<file path="src/core/rpa_params.svh">
// register offsets, field positions, reset values for the rx port block
`ifndef RPA_PARAMS_SVH
`define RPA_PARAMS_SVH
`define RPA_ALIAS5_OFF 8'h6a
`define RPA_ALIAS6_OFF 8'h6b
`define RPA_ALIAS7_OFF 8'h6c
`define RPA_CONFIG_OFF 8'h6d
`define RPA_ALIAS_RST 8'h00
`define RPA_CONFIG_RST 8'h78
`define RPA_CFG_WAIT_FS1 7
`define RPA_CFG_WAIT_FS 6
`define RPA_CFG_PASS_SUM 5
`define RPA_CFG_PASS_ECC 4
`define RPA_CFG_LEN_LINE 3
`define RPA_CFG_RSVD 2
`define RPA_ALIAS_ACK 0
`define RPA_FIRST_FRAME 16'h0001
`define RPA_DATA_W 32
`define RPA_FIFO_DEPTH 4
`endif

</file>
<file path="src/core/rpa_pkg.sv">
// types shared by the rx port alias and input config block
package rpa_pkg;
  typedef enum logic [1:0] {
    RPA_CSI2,
    RPA_RAW12_LF,
    RPA_RAW12_HF,
    RPA_RAW10
  } rpa_mode_t;
  typedef logic [6:0] rpa_addr_t;
endpackage

</file>
<file path="src/core/rpa_port_cfg.sv">
// rx port alias decode, input configuration and packet filter with fifo
// Notes on behaviour
// - each alias register holds a 7-bit alias in bits 7:1 decoding local i2c
// - an alias hit swaps in the matching remote target id for the link
// - an alias of zero never matches, so that entry is disabled
// - bit 0 set makes the device acknowledge every write to that alias itself
// - bit 7 set drops csi-2 packets until frame start with count one
// - bit 6 set with bit 7 clear drops csi-2 packets until any frame start arrives
// - raw modes ignore frame start waits and checksum and ecc forwarding
// - bit 5 one forwards payload checksum errors, zero drops them
// - bit 4 one forwards header ecc errors, zero drops them
// - raw mode: bit 3 one drops short first line, zero forwards it
// - csi-2 mode: bit 3 one forwards length errors, zero drops them
// - mode field bits 1:0 loads from straps after reset and stays writable
// - registers are per port; host picks the copy by port select first
`include "rpa_params.svh"

// ----------------------------------------------------------------
// shift fifo, head word held in flip-flops
// ----------------------------------------------------------------
module rpa_fifo #(
  parameter int WIDTH = 8,
  parameter int DEPTH = 4
) (
  input wire logic ref_clk,
  input wire logic rst_n,
  input wire logic in_valid,
  output logic in_ready,
  input wire logic [WIDTH-1:0] in_data,
  output logic out_valid,
  input wire logic out_ready,
  output logic [WIDTH-1:0] out_data
);
  localparam int CW = $clog2(DEPTH) + 1;
  logic [WIDTH-1:0] mem_reg [DEPTH];
  logic [CW-1:0] cnt_reg;
  logic [CW-1:0] cnt_next;
  logic rdy_reg;
  logic vld_reg;
  wire push = in_valid & rdy_reg;
  wire pop = vld_reg & out_ready;

  // occupancy after this cycle
  assign cnt_next = cnt_reg + CW'(push) - CW'(pop);
  assign in_ready = rdy_reg;
  assign out_valid = vld_reg;
  assign out_data = mem_reg[0];

  // flags kept in flops so the ports come straight from registers
  always_ff @(posedge ref_clk) begin
    if (!rst_n) begin
      cnt_reg <= '0;
      rdy_reg <= 1'b0;
      vld_reg <= 1'b0;
    end else begin
      cnt_reg <= cnt_next;
      rdy_reg <= cnt_next != CW'(DEPTH);
      vld_reg <= cnt_next != '0;
    end
  end

  // entries shift toward the head on a pop
  always_ff @(posedge ref_clk) begin
    for (int i = 0; i < DEPTH; i++) begin
      if (pop) begin
        if (push && CW'(i + 1) == cnt_reg) begin
          mem_reg[i] <= in_data;
        end else if (i < DEPTH - 1) begin
          mem_reg[i] <= mem_reg[(i + 1) % DEPTH]; // index kept in range
        end
      end else if (push && CW'(i) == cnt_reg) begin
        mem_reg[i] <= in_data;
      end
    end
  end

  fifo_full_a: assert property (@(posedge ref_clk) disable iff (!rst_n)
    cnt_reg == CW'(DEPTH) |-> !rdy_reg) else $error("fifo full yet ready");
  fifo_room_a: assert property (@(posedge ref_clk) disable iff (!rst_n)
    $past(rst_n) && cnt_reg != CW'(DEPTH) |-> rdy_reg)
    else $error("fifo has room yet not ready");
  fifo_valid_a: assert property (@(posedge ref_clk) disable iff (!rst_n)
    vld_reg == (cnt_reg != CW'(0)))
    else $error("fifo valid flag off by one");
endmodule

// ----------------------------------------------------------------
// top: one receive port's copy of the registers
// ----------------------------------------------------------------
module rpa_port_cfg #(
  parameter logic [1:0] RX_PORT = 2'h0
) (
  input wire logic ref_clk,
  input wire logic rst_n,
  input wire logic [1:0] port_sel,
  input wire logic reg_wr,
  input wire logic reg_rd,
  input wire logic [7:0] reg_addr,
  input wire logic [7:0] reg_wdata,
  output logic [7:0] reg_rdata,
  input wire logic [1:0] mode_strap,
  output logic [1:0] link_input_mode,
  input wire logic i2c_req,
  input wire logic i2c_write,
  input wire rpa_pkg::rpa_addr_t i2c_addr,
  input wire rpa_pkg::rpa_addr_t remote_id_5,
  input wire rpa_pkg::rpa_addr_t remote_id_6,
  input wire rpa_pkg::rpa_addr_t remote_id_7,
  output logic fwd_hit,
  output rpa_pkg::rpa_addr_t fwd_addr,
  output logic auto_ack,
  input wire logic pkt_valid,
  output logic pkt_ready,
  input wire logic [`RPA_DATA_W-1:0] pkt_data,
  input wire logic pkt_fs,
  input wire logic [15:0] pkt_frame_num,
  input wire logic pkt_sum_err,
  input wire logic pkt_ecc_err,
  input wire logic pkt_len_err,
  input wire logic pkt_short_line,
  output logic out_valid,
  input wire logic out_ready,
  output logic [`RPA_DATA_W-1:0] out_data
);
  logic [7:0] alias_reg [3];
  logic [7:0] cfg_reg;
  logic [7:0] rdata_reg;
  logic strap_pend_reg;
  logic fs_seen_reg;
  logic fs1_seen_reg;
  logic hit_reg;
  rpa_pkg::rpa_addr_t fwd_addr_reg;
  logic ack_reg;

  // 0..2 for alias 5..7, 3 for none
  function automatic logic [1:0] alias_index(input logic [7:0] off);
    logic [1:0] idx;
    idx = 2'h3;
    if (off == `RPA_ALIAS5_OFF) idx = 2'h0;
    if (off == `RPA_ALIAS6_OFF) idx = 2'h1;
    if (off == `RPA_ALIAS7_OFF) idx = 2'h2;
    return idx;
  endfunction

  // an entry matches only when its alias is nonzero
  function automatic logic alias_match(input logic [7:0] ent,
                                       input rpa_pkg::rpa_addr_t a);
    return ent[7:1] != 7'h00 && ent[7:1] == a;
  endfunction

  // ----------------------------------------------------------------
  // register access through the port select
  // ----------------------------------------------------------------
  wire port_on = port_sel == RX_PORT;
  wire wr_en = reg_wr & port_on;
  wire [1:0] wr_idx = alias_index(reg_addr);
  wire [1:0] rd_idx = alias_index(reg_addr);
  wire cfg_wr = wr_en && reg_addr == `RPA_CONFIG_OFF;
  wire [7:0] cfg_wmask = 8'hfb;
  wire [7:0] rd_mux = !port_on ? 8'h00 :
                      rd_idx != 2'h3 ? alias_reg[rd_idx] :
                      reg_addr == `RPA_CONFIG_OFF ? cfg_reg : 8'h00;

  // alias entries
  always_ff @(posedge ref_clk) begin
    for (int i = 0; i < 3; i++) begin
      if (!rst_n) begin
        alias_reg[i] <= `RPA_ALIAS_RST;
      end else if (wr_en && wr_idx == 2'(i)) begin
        alias_reg[i] <= reg_wdata;
      end
    end
  end

  // config, mode field taken from straps the cycle after release
  always_ff @(posedge ref_clk) begin
    if (!rst_n) begin
      cfg_reg <= `RPA_CONFIG_RST;
      strap_pend_reg <= 1'b1;
    end else begin
      strap_pend_reg <= 1'b0;
      if (cfg_wr) begin
        cfg_reg <= reg_wdata & cfg_wmask;
      end else if (strap_pend_reg) begin
        cfg_reg[1:0] <= mode_strap;
      end
    end
  end

  // read data registered one cycle after the strobe
  always_ff @(posedge ref_clk) begin
    if (!rst_n) begin
      rdata_reg <= 8'h00;
    end else if (reg_rd) begin
      rdata_reg <= rd_mux;
    end
  end

  assign reg_rdata = rdata_reg;
  assign link_input_mode = cfg_reg[1:0];

  // ----------------------------------------------------------------
  // i2c alias decode, lowest entry wins on duplicates
  // ----------------------------------------------------------------
  wire m5 = alias_match(alias_reg[0], i2c_addr);
  wire m6 = alias_match(alias_reg[1], i2c_addr);
  wire m7 = alias_match(alias_reg[2], i2c_addr);
  wire any_m = m5 | m6 | m7;
  wire [1:0] m_idx = m5 ? 2'h0 : m6 ? 2'h1 : 2'h2;
  wire rpa_pkg::rpa_addr_t remap = m5 ? remote_id_5 :
                                   m6 ? remote_id_6 : remote_id_7;
  wire ack_sel = alias_reg[m_idx][`RPA_ALIAS_ACK];

  // lookup result registered per request
  always_ff @(posedge ref_clk) begin
    if (!rst_n) begin
      hit_reg <= 1'b0;
      fwd_addr_reg <= 7'h00;
      ack_reg <= 1'b0;
    end else begin
      hit_reg <= i2c_req & any_m;
      fwd_addr_reg <= (i2c_req & any_m) ? remap : 7'h00;
      ack_reg <= i2c_req & any_m & i2c_write & ack_sel;
    end
  end

  assign fwd_hit = hit_reg;
  assign fwd_addr = fwd_addr_reg;
  assign auto_ack = ack_reg;

  // ----------------------------------------------------------------
  // packet filter in front of the fifo
  // ----------------------------------------------------------------
  wire is_csi = cfg_reg[1:0] == 2'(rpa_pkg::RPA_CSI2);
  wire take = pkt_valid & pkt_ready;
  wire fs1_pkt = pkt_fs && pkt_frame_num == `RPA_FIRST_FRAME;
  wire fs1_open = fs1_seen_reg | fs1_pkt;
  wire fs_open = fs_seen_reg | pkt_fs;
  wire gate_ok = cfg_reg[`RPA_CFG_WAIT_FS1] ? fs1_open :
                 cfg_reg[`RPA_CFG_WAIT_FS] ? fs_open : 1'b1;
  wire err_drop = (pkt_sum_err & ~cfg_reg[`RPA_CFG_PASS_SUM]) |
                  (pkt_ecc_err & ~cfg_reg[`RPA_CFG_PASS_ECC]) |
                  (pkt_len_err & ~cfg_reg[`RPA_CFG_LEN_LINE]);
  wire raw_drop = pkt_short_line & cfg_reg[`RPA_CFG_LEN_LINE];
  wire keep = is_csi ? (gate_ok & ~err_drop) : ~raw_drop;
  wire push = pkt_valid & keep;

  // frame start trackers re-arm when the config is rewritten,
  // but a frame start taken in that same cycle still counts
  wire seen_now = take & is_csi;
  always_ff @(posedge ref_clk) begin
    if (!rst_n) begin
      fs_seen_reg <= 1'b0;
      fs1_seen_reg <= 1'b0;
    end else if (cfg_wr) begin
      fs_seen_reg <= seen_now & pkt_fs;
      fs1_seen_reg <= seen_now & fs1_pkt;
    end else if (seen_now) begin
      fs_seen_reg <= fs_open;
      fs1_seen_reg <= fs1_open;
    end
  end

  // dropped words are consumed but never queued
  rpa_fifo #(
    .WIDTH(`RPA_DATA_W),
    .DEPTH(`RPA_FIFO_DEPTH)
  ) u_fifo (
    .ref_clk(ref_clk),
    .rst_n(rst_n),
    .in_valid(push),
    .in_ready(pkt_ready),
    .in_data(pkt_data),
    .out_valid(out_valid),
    .out_ready(out_ready),
    .out_data(out_data)
  );

  // ----------------------------------------------------------------
  // checks
  // ----------------------------------------------------------------
  alias_hit_a: assert property (@(posedge ref_clk) disable iff (!rst_n)
    i2c_req && alias_reg[0][7:1] != 7'h00 && i2c_addr == alias_reg[0][7:1]
    |=> fwd_hit) else $error("alias 5 match not reported");
  alias_remap_a: assert property (@(posedge ref_clk) disable iff (!rst_n)
    i2c_req && m5 |=> fwd_addr == $past(remote_id_5))
    else $error("alias 5 not remapped");
  alias_zero_a: assert property (@(posedge ref_clk) disable iff (!rst_n)
    i2c_req && i2c_addr == 7'h00 |=> !fwd_hit)
    else $error("zero alias matched");
  auto_ack_a: assert property (@(posedge ref_clk) disable iff (!rst_n)
    i2c_req && i2c_write && m5 && alias_reg[0][0] |=> auto_ack)
    else $error("auto ack missing");
  wait_one_a: assert property (@(posedge ref_clk) disable iff (!rst_n)
    is_csi && cfg_reg[7] && !fs1_seen_reg && !fs1_pkt |-> !push)
    else $error("packet passed before frame one");
  wait_any_a: assert property (@(posedge ref_clk) disable iff (!rst_n)
    is_csi && !cfg_reg[7] && cfg_reg[6] && take && pkt_fs && !err_drop
    |-> push ##1 fs_seen_reg)
    else $error("frame start not opening gate");
  raw_pass_a: assert property (@(posedge ref_clk) disable iff (!rst_n)
    !is_csi && pkt_valid && !pkt_short_line |-> push)
    else $error("raw word dropped");
  sum_drop_a: assert property (@(posedge ref_clk) disable iff (!rst_n)
    is_csi && pkt_sum_err && !cfg_reg[5] |-> !push)
    else $error("checksum error forwarded");
  ecc_drop_a: assert property (@(posedge ref_clk) disable iff (!rst_n)
    is_csi && pkt_ecc_err && !cfg_reg[4] |-> !push)
    else $error("ecc error forwarded");
  short_line_a: assert property (@(posedge ref_clk) disable iff (!rst_n)
    !is_csi && pkt_short_line && cfg_reg[3] |-> !push)
    else $error("short line forwarded");
  len_drop_a: assert property (@(posedge ref_clk) disable iff (!rst_n)
    is_csi && pkt_len_err && !cfg_reg[3] |-> !push)
    else $error("length error forwarded");
  strap_load_a: assert property (@(posedge ref_clk) disable iff (!rst_n)
    strap_pend_reg && !cfg_wr |=> link_input_mode == $past(mode_strap))
    else $error("strap not loaded");
  port_guard_a: assert property (@(posedge ref_clk) disable iff (!rst_n)
    reg_wr && port_sel != RX_PORT |=> $stable(alias_reg[0]) &&
    $stable(alias_reg[1]) && $stable(alias_reg[2]))
    else $error("write hit other port copy");
  rsvd_zero_a: assert property (@(posedge ref_clk) disable iff (!rst_n)
    reg_rd ##1 1'b1 |-> !reg_rdata[2] && !cfg_reg[2])
    else $error("reserved bit set");
  alias_write_a: assert property (@(posedge ref_clk) disable iff (!rst_n)
    wr_en && wr_idx == 2'h0 |=> alias_reg[0] == $past(reg_wdata))
    else $error("alias 5 write lost");
  no_hit_a: assert property (@(posedge ref_clk) disable iff (!rst_n)
    i2c_req && !any_m |=> !fwd_hit && !auto_ack)
    else $error("lookup without match reported");
  read_ack_a: assert property (@(posedge ref_clk) disable iff (!rst_n)
    i2c_req && !i2c_write |=> !auto_ack)
    else $error("auto ack on a read");
  short_pass_a: assert property (@(posedge ref_clk) disable iff (!rst_n)
    !is_csi && pkt_valid && !cfg_reg[3] |-> push)
    else $error("raw word dropped with discard off");
  cfg_write_a: assert property (@(posedge ref_clk) disable iff (!rst_n)
    cfg_wr |=> link_input_mode == $past(reg_wdata[1:0]))
    else $error("mode field not writable");
  read_port_a: assert property (@(posedge ref_clk) disable iff (!rst_n)
    reg_rd && !port_on |=> reg_rdata == 8'h00)
    else $error("other port copy read back");
endmodule

</file>
<file path="config.mk">
export PLATFORM = sky130hd
export DESIGN_NAME = rpa_port_cfg
export DESIGN_NICKNAME = d
export VERILOG_FILES = /design/src/core/rpa_pkg.sv /design/src/core/rpa_port_cfg.sv
export VERILOG_INCLUDE_DIRS = /design/src /design/src/core
export SDC_FILE = /design/constraint.sdc
export NUM_CORES = 1
export LEC_CHECK = 0
export BUFFER_PORTS_ARGS = -buffer_cell sky130_fd_sc_hd__buf_2
export CAP_MARGIN = 25
export CORE_ASPECT_RATIO = 1.5
export CORE_MARGIN = 2
export CORE_UTILIZATION = 35
export CTS_CLUSTER_DIAMETER = 200
export DETAILED_ROUTE_END_ITERATION = 7
export MAX_ROUTING_LAYER = met4
export REMOVE_ABC_BUFFERS = 1
export SLEW_MARGIN = 0
export SYNTH_ARGS = -nofsm -noshare
export SYNTH_HDL_FRONTEND = slang
export SYNTH_SLANG_ARGS = --single-unit
</file>
<file path="constraint.sdc">
create_clock -name ref_clk -period 4.6 [get_ports ref_clk]
set_input_delay 0 -clock ref_clk [delete_from_list [all_inputs] [get_ports ref_clk]]
set_output_delay 0 -clock ref_clk [all_outputs]
set_load 0.02 [all_outputs]
</file>
* After elaboration in Yosys (flattened, before gate mapping)
Memories as Yosys holds them, arrays and structs flattened.
Cells that the tools add are included.
** Word-level totals
- Flip-flop bits (word level) :: 32
- Memory bits (writable) :: 152
- Output and inout bits :: 53
- Bits of input ports :: 109
- Memories kept :: 2
- Logic and storage cells :: 162
** Cells by class
- Bitwise logic cells :: 37
- $add $sub $neg :: 2
- Equality and inequality tests :: 16
- Reductions and logical operators :: 24
- Multiplexer cells :: 69
** Memory list
- u_fifo.mem_reg :: depth 4, width 32, read ports 4, clocked after Yosys merged registers in 0, write ports 4, RTL line rpa_port_cfg.sv:35 : logic [WIDTH-1:0] mem_reg [DEPTH];
- alias_reg :: depth 3, width 8, read ports 5, clocked after Yosys merged registers in 0, write ports 3, RTL line rpa_port_cfg.sv:125 : logic [7:0] alias_reg [3];
** Operator list (number)
- 32-bit two-way mux :: 7
- 8-bit two-way mux :: 6
- 1-bit two-way mux :: 47
- 8-bit by 7-bit == test with 1-bit output, second input constant :: 4
- 7-bit == test :: 3
- 7-bit nonzero test :: 3
- 1-bit AND :: 16
- 16-bit by 1-bit == test with 1-bit output, second input constant :: 1
- 1-bit OR :: 16
- 2-bit two-way mux :: 7
- 7-bit two-way mux :: 2
- 1-bit logical AND :: 13
- 2-bit by 3-bit == test with 1-bit output, first input constant :: 2
- 2-bit zero test :: 3
- 1-bit NOT :: 5
- 2-bit nonzero test :: 2
- 3-bit by 1-bit adder with 3-bit output :: 1
- 1-bit by 3-bit == test with 1-bit output, first input constant :: 1
- 3-bit == test, first input constant :: 1
- 3-bit zero test :: 1
- 3-bit != test, second input constant :: 1
- 3-bit nonzero test :: 1
- 3-bit by 1-bit subtractor with 3-bit output :: 1
- 2-bit by 1-bit == test with 1-bit output, second input constant :: 1
- 3 further kinds :: 3

* Logic depth before layout (Yosys ltp)
- Word-level depth :: 15
- Gate-level depth with buffers :: 12
- Gate-level depth less buffers :: 12

* Modules after synthesis
A second synthesis with hierarchy kept.
** Second synthesis, totals
- Cells, all modules :: 534
- Area, all modules :: 8064.0 um^2
** By module, submodules not included
- rpa_fifo :: sequential area each 3943.8 um^2, instances 1, cells each 270, area an instance 5350.1 um^2
- rpa_port_cfg :: sequential area each 1261.2 um^2, instances 1, cells each 264, area an instance 2713.9 um^2

* Least setup slack after synthesis
Ideal clock, no wire load.
- Path kind :: register -> register
- Start point :: register cfg_reg[1]
- End point :: memory u_fifo.mem_reg[0][0] in the netlist's numbering (enable)
- Data arrival time :: 4478 ps
- Cell stages (with the launch flop) :: 6
- Path buffers :: 0
- Library setup time :: 511 ps
- Required time :: 4089 ps
- Path slack :: -389 ps
- Period minus slack after synthesis :: 4989 ps
- Path through :: dfxtp_1 > nor2_1 > nand4_1 > o31ai_2 > nand4_1 > o41ai_1
** RTL lines
- from (decl) :: RTL line rpa_port_cfg.sv:126 : logic [7:0] cfg_reg;
- from (signal assigned) :: RTL line rpa_port_cfg.sv:178 : cfg_reg <= `RPA_CONFIG_RST;
- from (signal assigned) :: RTL line rpa_port_cfg.sv:183 : cfg_reg <= reg_wdata & cfg_wmask;
- from (signal assigned) :: RTL line rpa_port_cfg.sv:185 : cfg_reg[1:0] <= mode_strap;
- to (decl) :: RTL line rpa_port_cfg.sv:35

* Final worst setup path
- Start point :: register cfg_reg[1]
- End point :: register u_fifo.vld_reg (netlist: u_fifo.out_valid)
** Between the ends
- Word-level cells in the longest chain between the ends :: 7
** Ends and longest elaborated chain
- 2-bit zero test :: RTL line rpa_port_cfg.sv:234 : wire is_csi = cfg_reg[1:0] == 2'(rpa_pkg::RPA_CSI2);
- 1-bit two-way mux :: RTL line rpa_port_cfg.sv:245 : wire keep = is_csi ? (gate_ok & ~err_drop) : ~raw_drop;
- 1-bit AND :: RTL line rpa_port_cfg.sv:246 : wire push = pkt_valid & keep;
- 1-bit AND :: RTL line rpa_port_cfg.sv:40 : wire push = in_valid & rdy_reg;
- 3-bit by 1-bit adder with 3-bit output :: RTL line rpa_port_cfg.sv:44 : assign cnt_next = cnt_reg + CW'(push) - CW'(pop);
- 3-bit by 1-bit subtractor with 3-bit output :: RTL line rpa_port_cfg.sv:44
- 3-bit nonzero test :: RTL line rpa_port_cfg.sv:58 : vld_reg <= cnt_next != '0;
- to (signal assigned) :: RTL line rpa_port_cfg.sv:54 : vld_reg <= 1'b0;
- to (signal assigned) :: RTL line rpa_port_cfg.sv:58
- to (decl) :: RTL line rpa_port_cfg.sv:39 : logic vld_reg;
No other way between the ends.
A chain may end at the register's enable or synchronous reset.

==> impl_metrics.py <==
metrics = {
    "clock_tree": {
        "cts-htree-levels": 4,
        "cts_made_buffers": 17,
        "postCtsSetupRepairBufs": 0,
        "root_buffer": "clkbuf_16",
        "path_clk_slew_ns": 0.07,
        "cts.sinks": 184,
        "clockBufferDepth": 2,
        "cts_tree": "built",
        "worstSkewPairLatency_ns": 0.43,
    },
    "power_and_ir_drop": {
        "p_sw_uw": 1330,
        "power_density_nw_per_um2": 439,
        "p_leak_uw": 0.00436,
        "clkPwrFrac": 0.308,
        "vdd_drop_max_uv": 316,
        "sw_frac_of_total": 0.280,
        "internal_power_uw": 3420,
        "seqPwrFrac": 0.470,
        "p_comb_frac": 0.223,
    },
    "synthesis": {
        "synth_edf_count": 152,
        "yosysWarningCount": 0,
        "synth_top_area_cell": "edfxtp_1",
        "synth-main-ff-cell": "edfxtp_1",
        "ys_ff_latch": 184,
        "synth.yosys.seq_area_share": 0.605,
        "async_reset_ff_frac": 0,
        "yosysMostFrequentCell": "edfxtp_1",
        "yosys-top-cells-count": "152 x edfxtp_1, 60 x mux2_4, 35 x mux2_2, 34 x buf_4, 32 x dfxtp_1",
        "ys_top_cells_by_area": "edfxtp_1 53%, mux2_4 10%, dfxtp_1 7.4%",
        "syn-cell-area_sq_um": 8610,
        "synth_top_area_share": 0.530,
        "syn_area_per_cell_sq_um": 14.8,
        "syn_inst": 582,
        "synth_cell_type_count": 57,
    },
    "worst_setup_path": {
        "endpoint_kind": "flop",
        "cp-startpoint": "cfg_reg[1]",
        "cp.required_ns": 4.91,
        "r2r_slack_ns": 1.70,
        "r2r_cells": 12,
        "cp.arrival_ns": 3.21,
        "path_max_fanout": 5,
        "r2r-end": "u_fifo.out_valid",
        "worstSetupStartpointType": "flop",
        "crit_type": "reg -> reg",
        "r2r_start": "cfg_reg[1]",
    },
    "die": {
        "start_util": 0.355,
        "core-area_sq_um": 24300,
        "die_w_um": 132,
        "ios": 162,
        "rows": 70,
        "die_y_um": 196,
        "fp.dieArea_sq_um": 25900,
    },
    "global_route": {
        "grt_antenna_before_repair": 0,
        "gr-usage-all-layers": 0.145,
        "grt_first_pass_wirelength_um": 28100,
        "grt_overflow_total": 0,
        "grt_start_max_net_pins": 33,
        "grt_pass1_vias": 5182,
    },
    "timing": {
        "hold_ws_ns": 0.0342,
        "setup_viol": 0,
        "worstMarginPinSlew_ns": 0.782,
        "fmax_mhz": 345,
        "hold_viol": 0,
        "layout_worst_path_cycle_share": 0.630,
        "skew_ns": 0.0101,
        "relSlewSlack": 0.477,
        "rsz0062_at_grt": "false",
        "finalCriticalPeriod_ns": 2.90,
        "drv_slew": 0,
    },
    "min_path": {
        "hp-class": "in -> reg",
        "hold_start": "pkt_frame_num[1]",
        "hold_path_end": "fs1_seen_reg",
        "hold_depth": 6,
    },
    "routing": {
        "dr.pass1.iters": 5,
        "routed.top_layer": "met4",
        "wl_met2_um": 9810,
        "drt-total-wl_um": 18000,
        "drt-initial-drc-count": 297,
        "viasPerCell": 4.69,
        "drc_errors": 0,
        "via_count": 5262,
        "wl_met1_um": 7250,
        "routedWlPerCell_um": 16.1,
        "dr_wl_met3_um": 587,
        "route.antenna.remaining_nets": 0,
    },
    "finish": {
        "synthToLayoutAreaGrowth_pct": 25.6,
        "nNetsFinal": 897,
        "largest_reg_flops": 128,
        "fillers": 2200,
        "drive_above_1_share": 0.402,
        "diodes": 0,
        "final_util": 0.446,
    },
    "place": {
        "dp_hpwl_um": 13000,
        "io_buffers": 161,
        "place.gp.congestion": 0.839,
    },
    "job": {
        "cap_violations": 0,
    },
    "run_status": {
        "status": "finished clean",
    },
}
-- cells by family (layout without fill, tap and decap cells) --
family	after synthesis	count (layout)	synth area share
flops	184	184	0.605
simple gates	145	145	0.0962
mux	112	112	0.170
buf+inv	61	276	0.0494
compound gates	54	54	0.0506
xor+xnor	23	23	0.0234
fa+ha+maj	3	3	0.00523
-- repair_timing --
action	4_1_cts	5_1_grt
hold endpoints to repair	176	0
hold buffers	65	0
gates resized for setup	0	0
-- power by group through the flow --
stage / clock (uW) / combinational (uW) / sequential (uW)
floorplan: 0 / 611 / 2380
global placement: 0 / 993 / 2270
finish: 1460 / 1060 / 2230
global route: 1570 / 1140 / 2250
detailed placement: 0 / 1020 / 2270
CTS: 1500 / 1060 / 2230
-- metrics by stage --
| stage | TNS, ns | total power (uW) | instance area (sq um) | setup slack (ns) | cells |
|---|---|---|---|---|---|
| detailed placement | 0 | 3290 | 9520 | 1.68 | 1021 |
| global placement | 0 | 3260 | 9500 | 1.78 | 1020 |
| CTS | 0 | 4800 | 10800 | 1.67 | 1117 |
| floorplan | -15.31 | 2990 | 8220 | -0.478 | 531 |
| global route | 0 | 4970 | 10800 | 1.40 | 1121 |
| finish | 0 | 4750 | 10800 | 1.70 | 1121 |
-- area by class of cell --
class                      count  area (sq um)  area share
tap                          324           405      0.0375
multi-input combinational    337          3010       0.279
timing repair buffer         235          1560       0.144
clock buffer                  17           425      0.0394
inverter                      10          37.5     0.00347
clock inverter                14           165      0.0153
sequential                   184          5200       0.482
-- worst max-delay path, stage by stage, from the launching register on --
cell     delay, ns
dfxtp_1       0.34
nor2_1        0.20
nand4_1       0.16
o31ai_2       0.38
nand4_1       0.27
inv_1         0.11
ha_1          0.14
inv_1         0.05
fa_1          0.39
xor2_1        0.17
xnor2_1       0.20
nor2_1        0.07
or3_1         0.32
-- placed cells by master, fill, tap and decap left out, types with 13 or more instances in the layout --
cell type | synthesis | routed
mux2_4 | 60 | 60
mux2_2 | 35 | 35
xor2_1 | 22 | 22
and2_1 | 25 | 25
edfxtp_1 | 152 | 152
dlygate4sd3_1 | 0 | 65
nand2b_1 | 13 | 13
nor2_1 | 27 | 27
dfxtp_1 | 32 | 32
mux2i_1 | 16 | 16
buf_2 | 1 | 162
clkbuf_16 | 0 | 17
nand2_1 | 25 | 25
-- worst max path at each step --
stage,endpoint,slack (ns),depth (start not counted)
floorplan,u_fifo.mem_reg[0][0],-0.48,5
global placement,u_fifo.out_valid,1.78,12
detailed placement,u_fifo.out_valid,1.68,12
CTS,u_fifo.out_valid,1.67,12
global route,u_fifo.out_valid,1.40,12
finish,u_fifo.out_valid,1.70,12
-- per-layer routing --
metal  global-route usage  up-vias
li1                     -     2547
met1                0.156     2554
met2                0.262      133
met3               0.0282       28
met4               0.0543        0
met5                    -        -
Note: power is estimated with default switching activity, not from simulation.
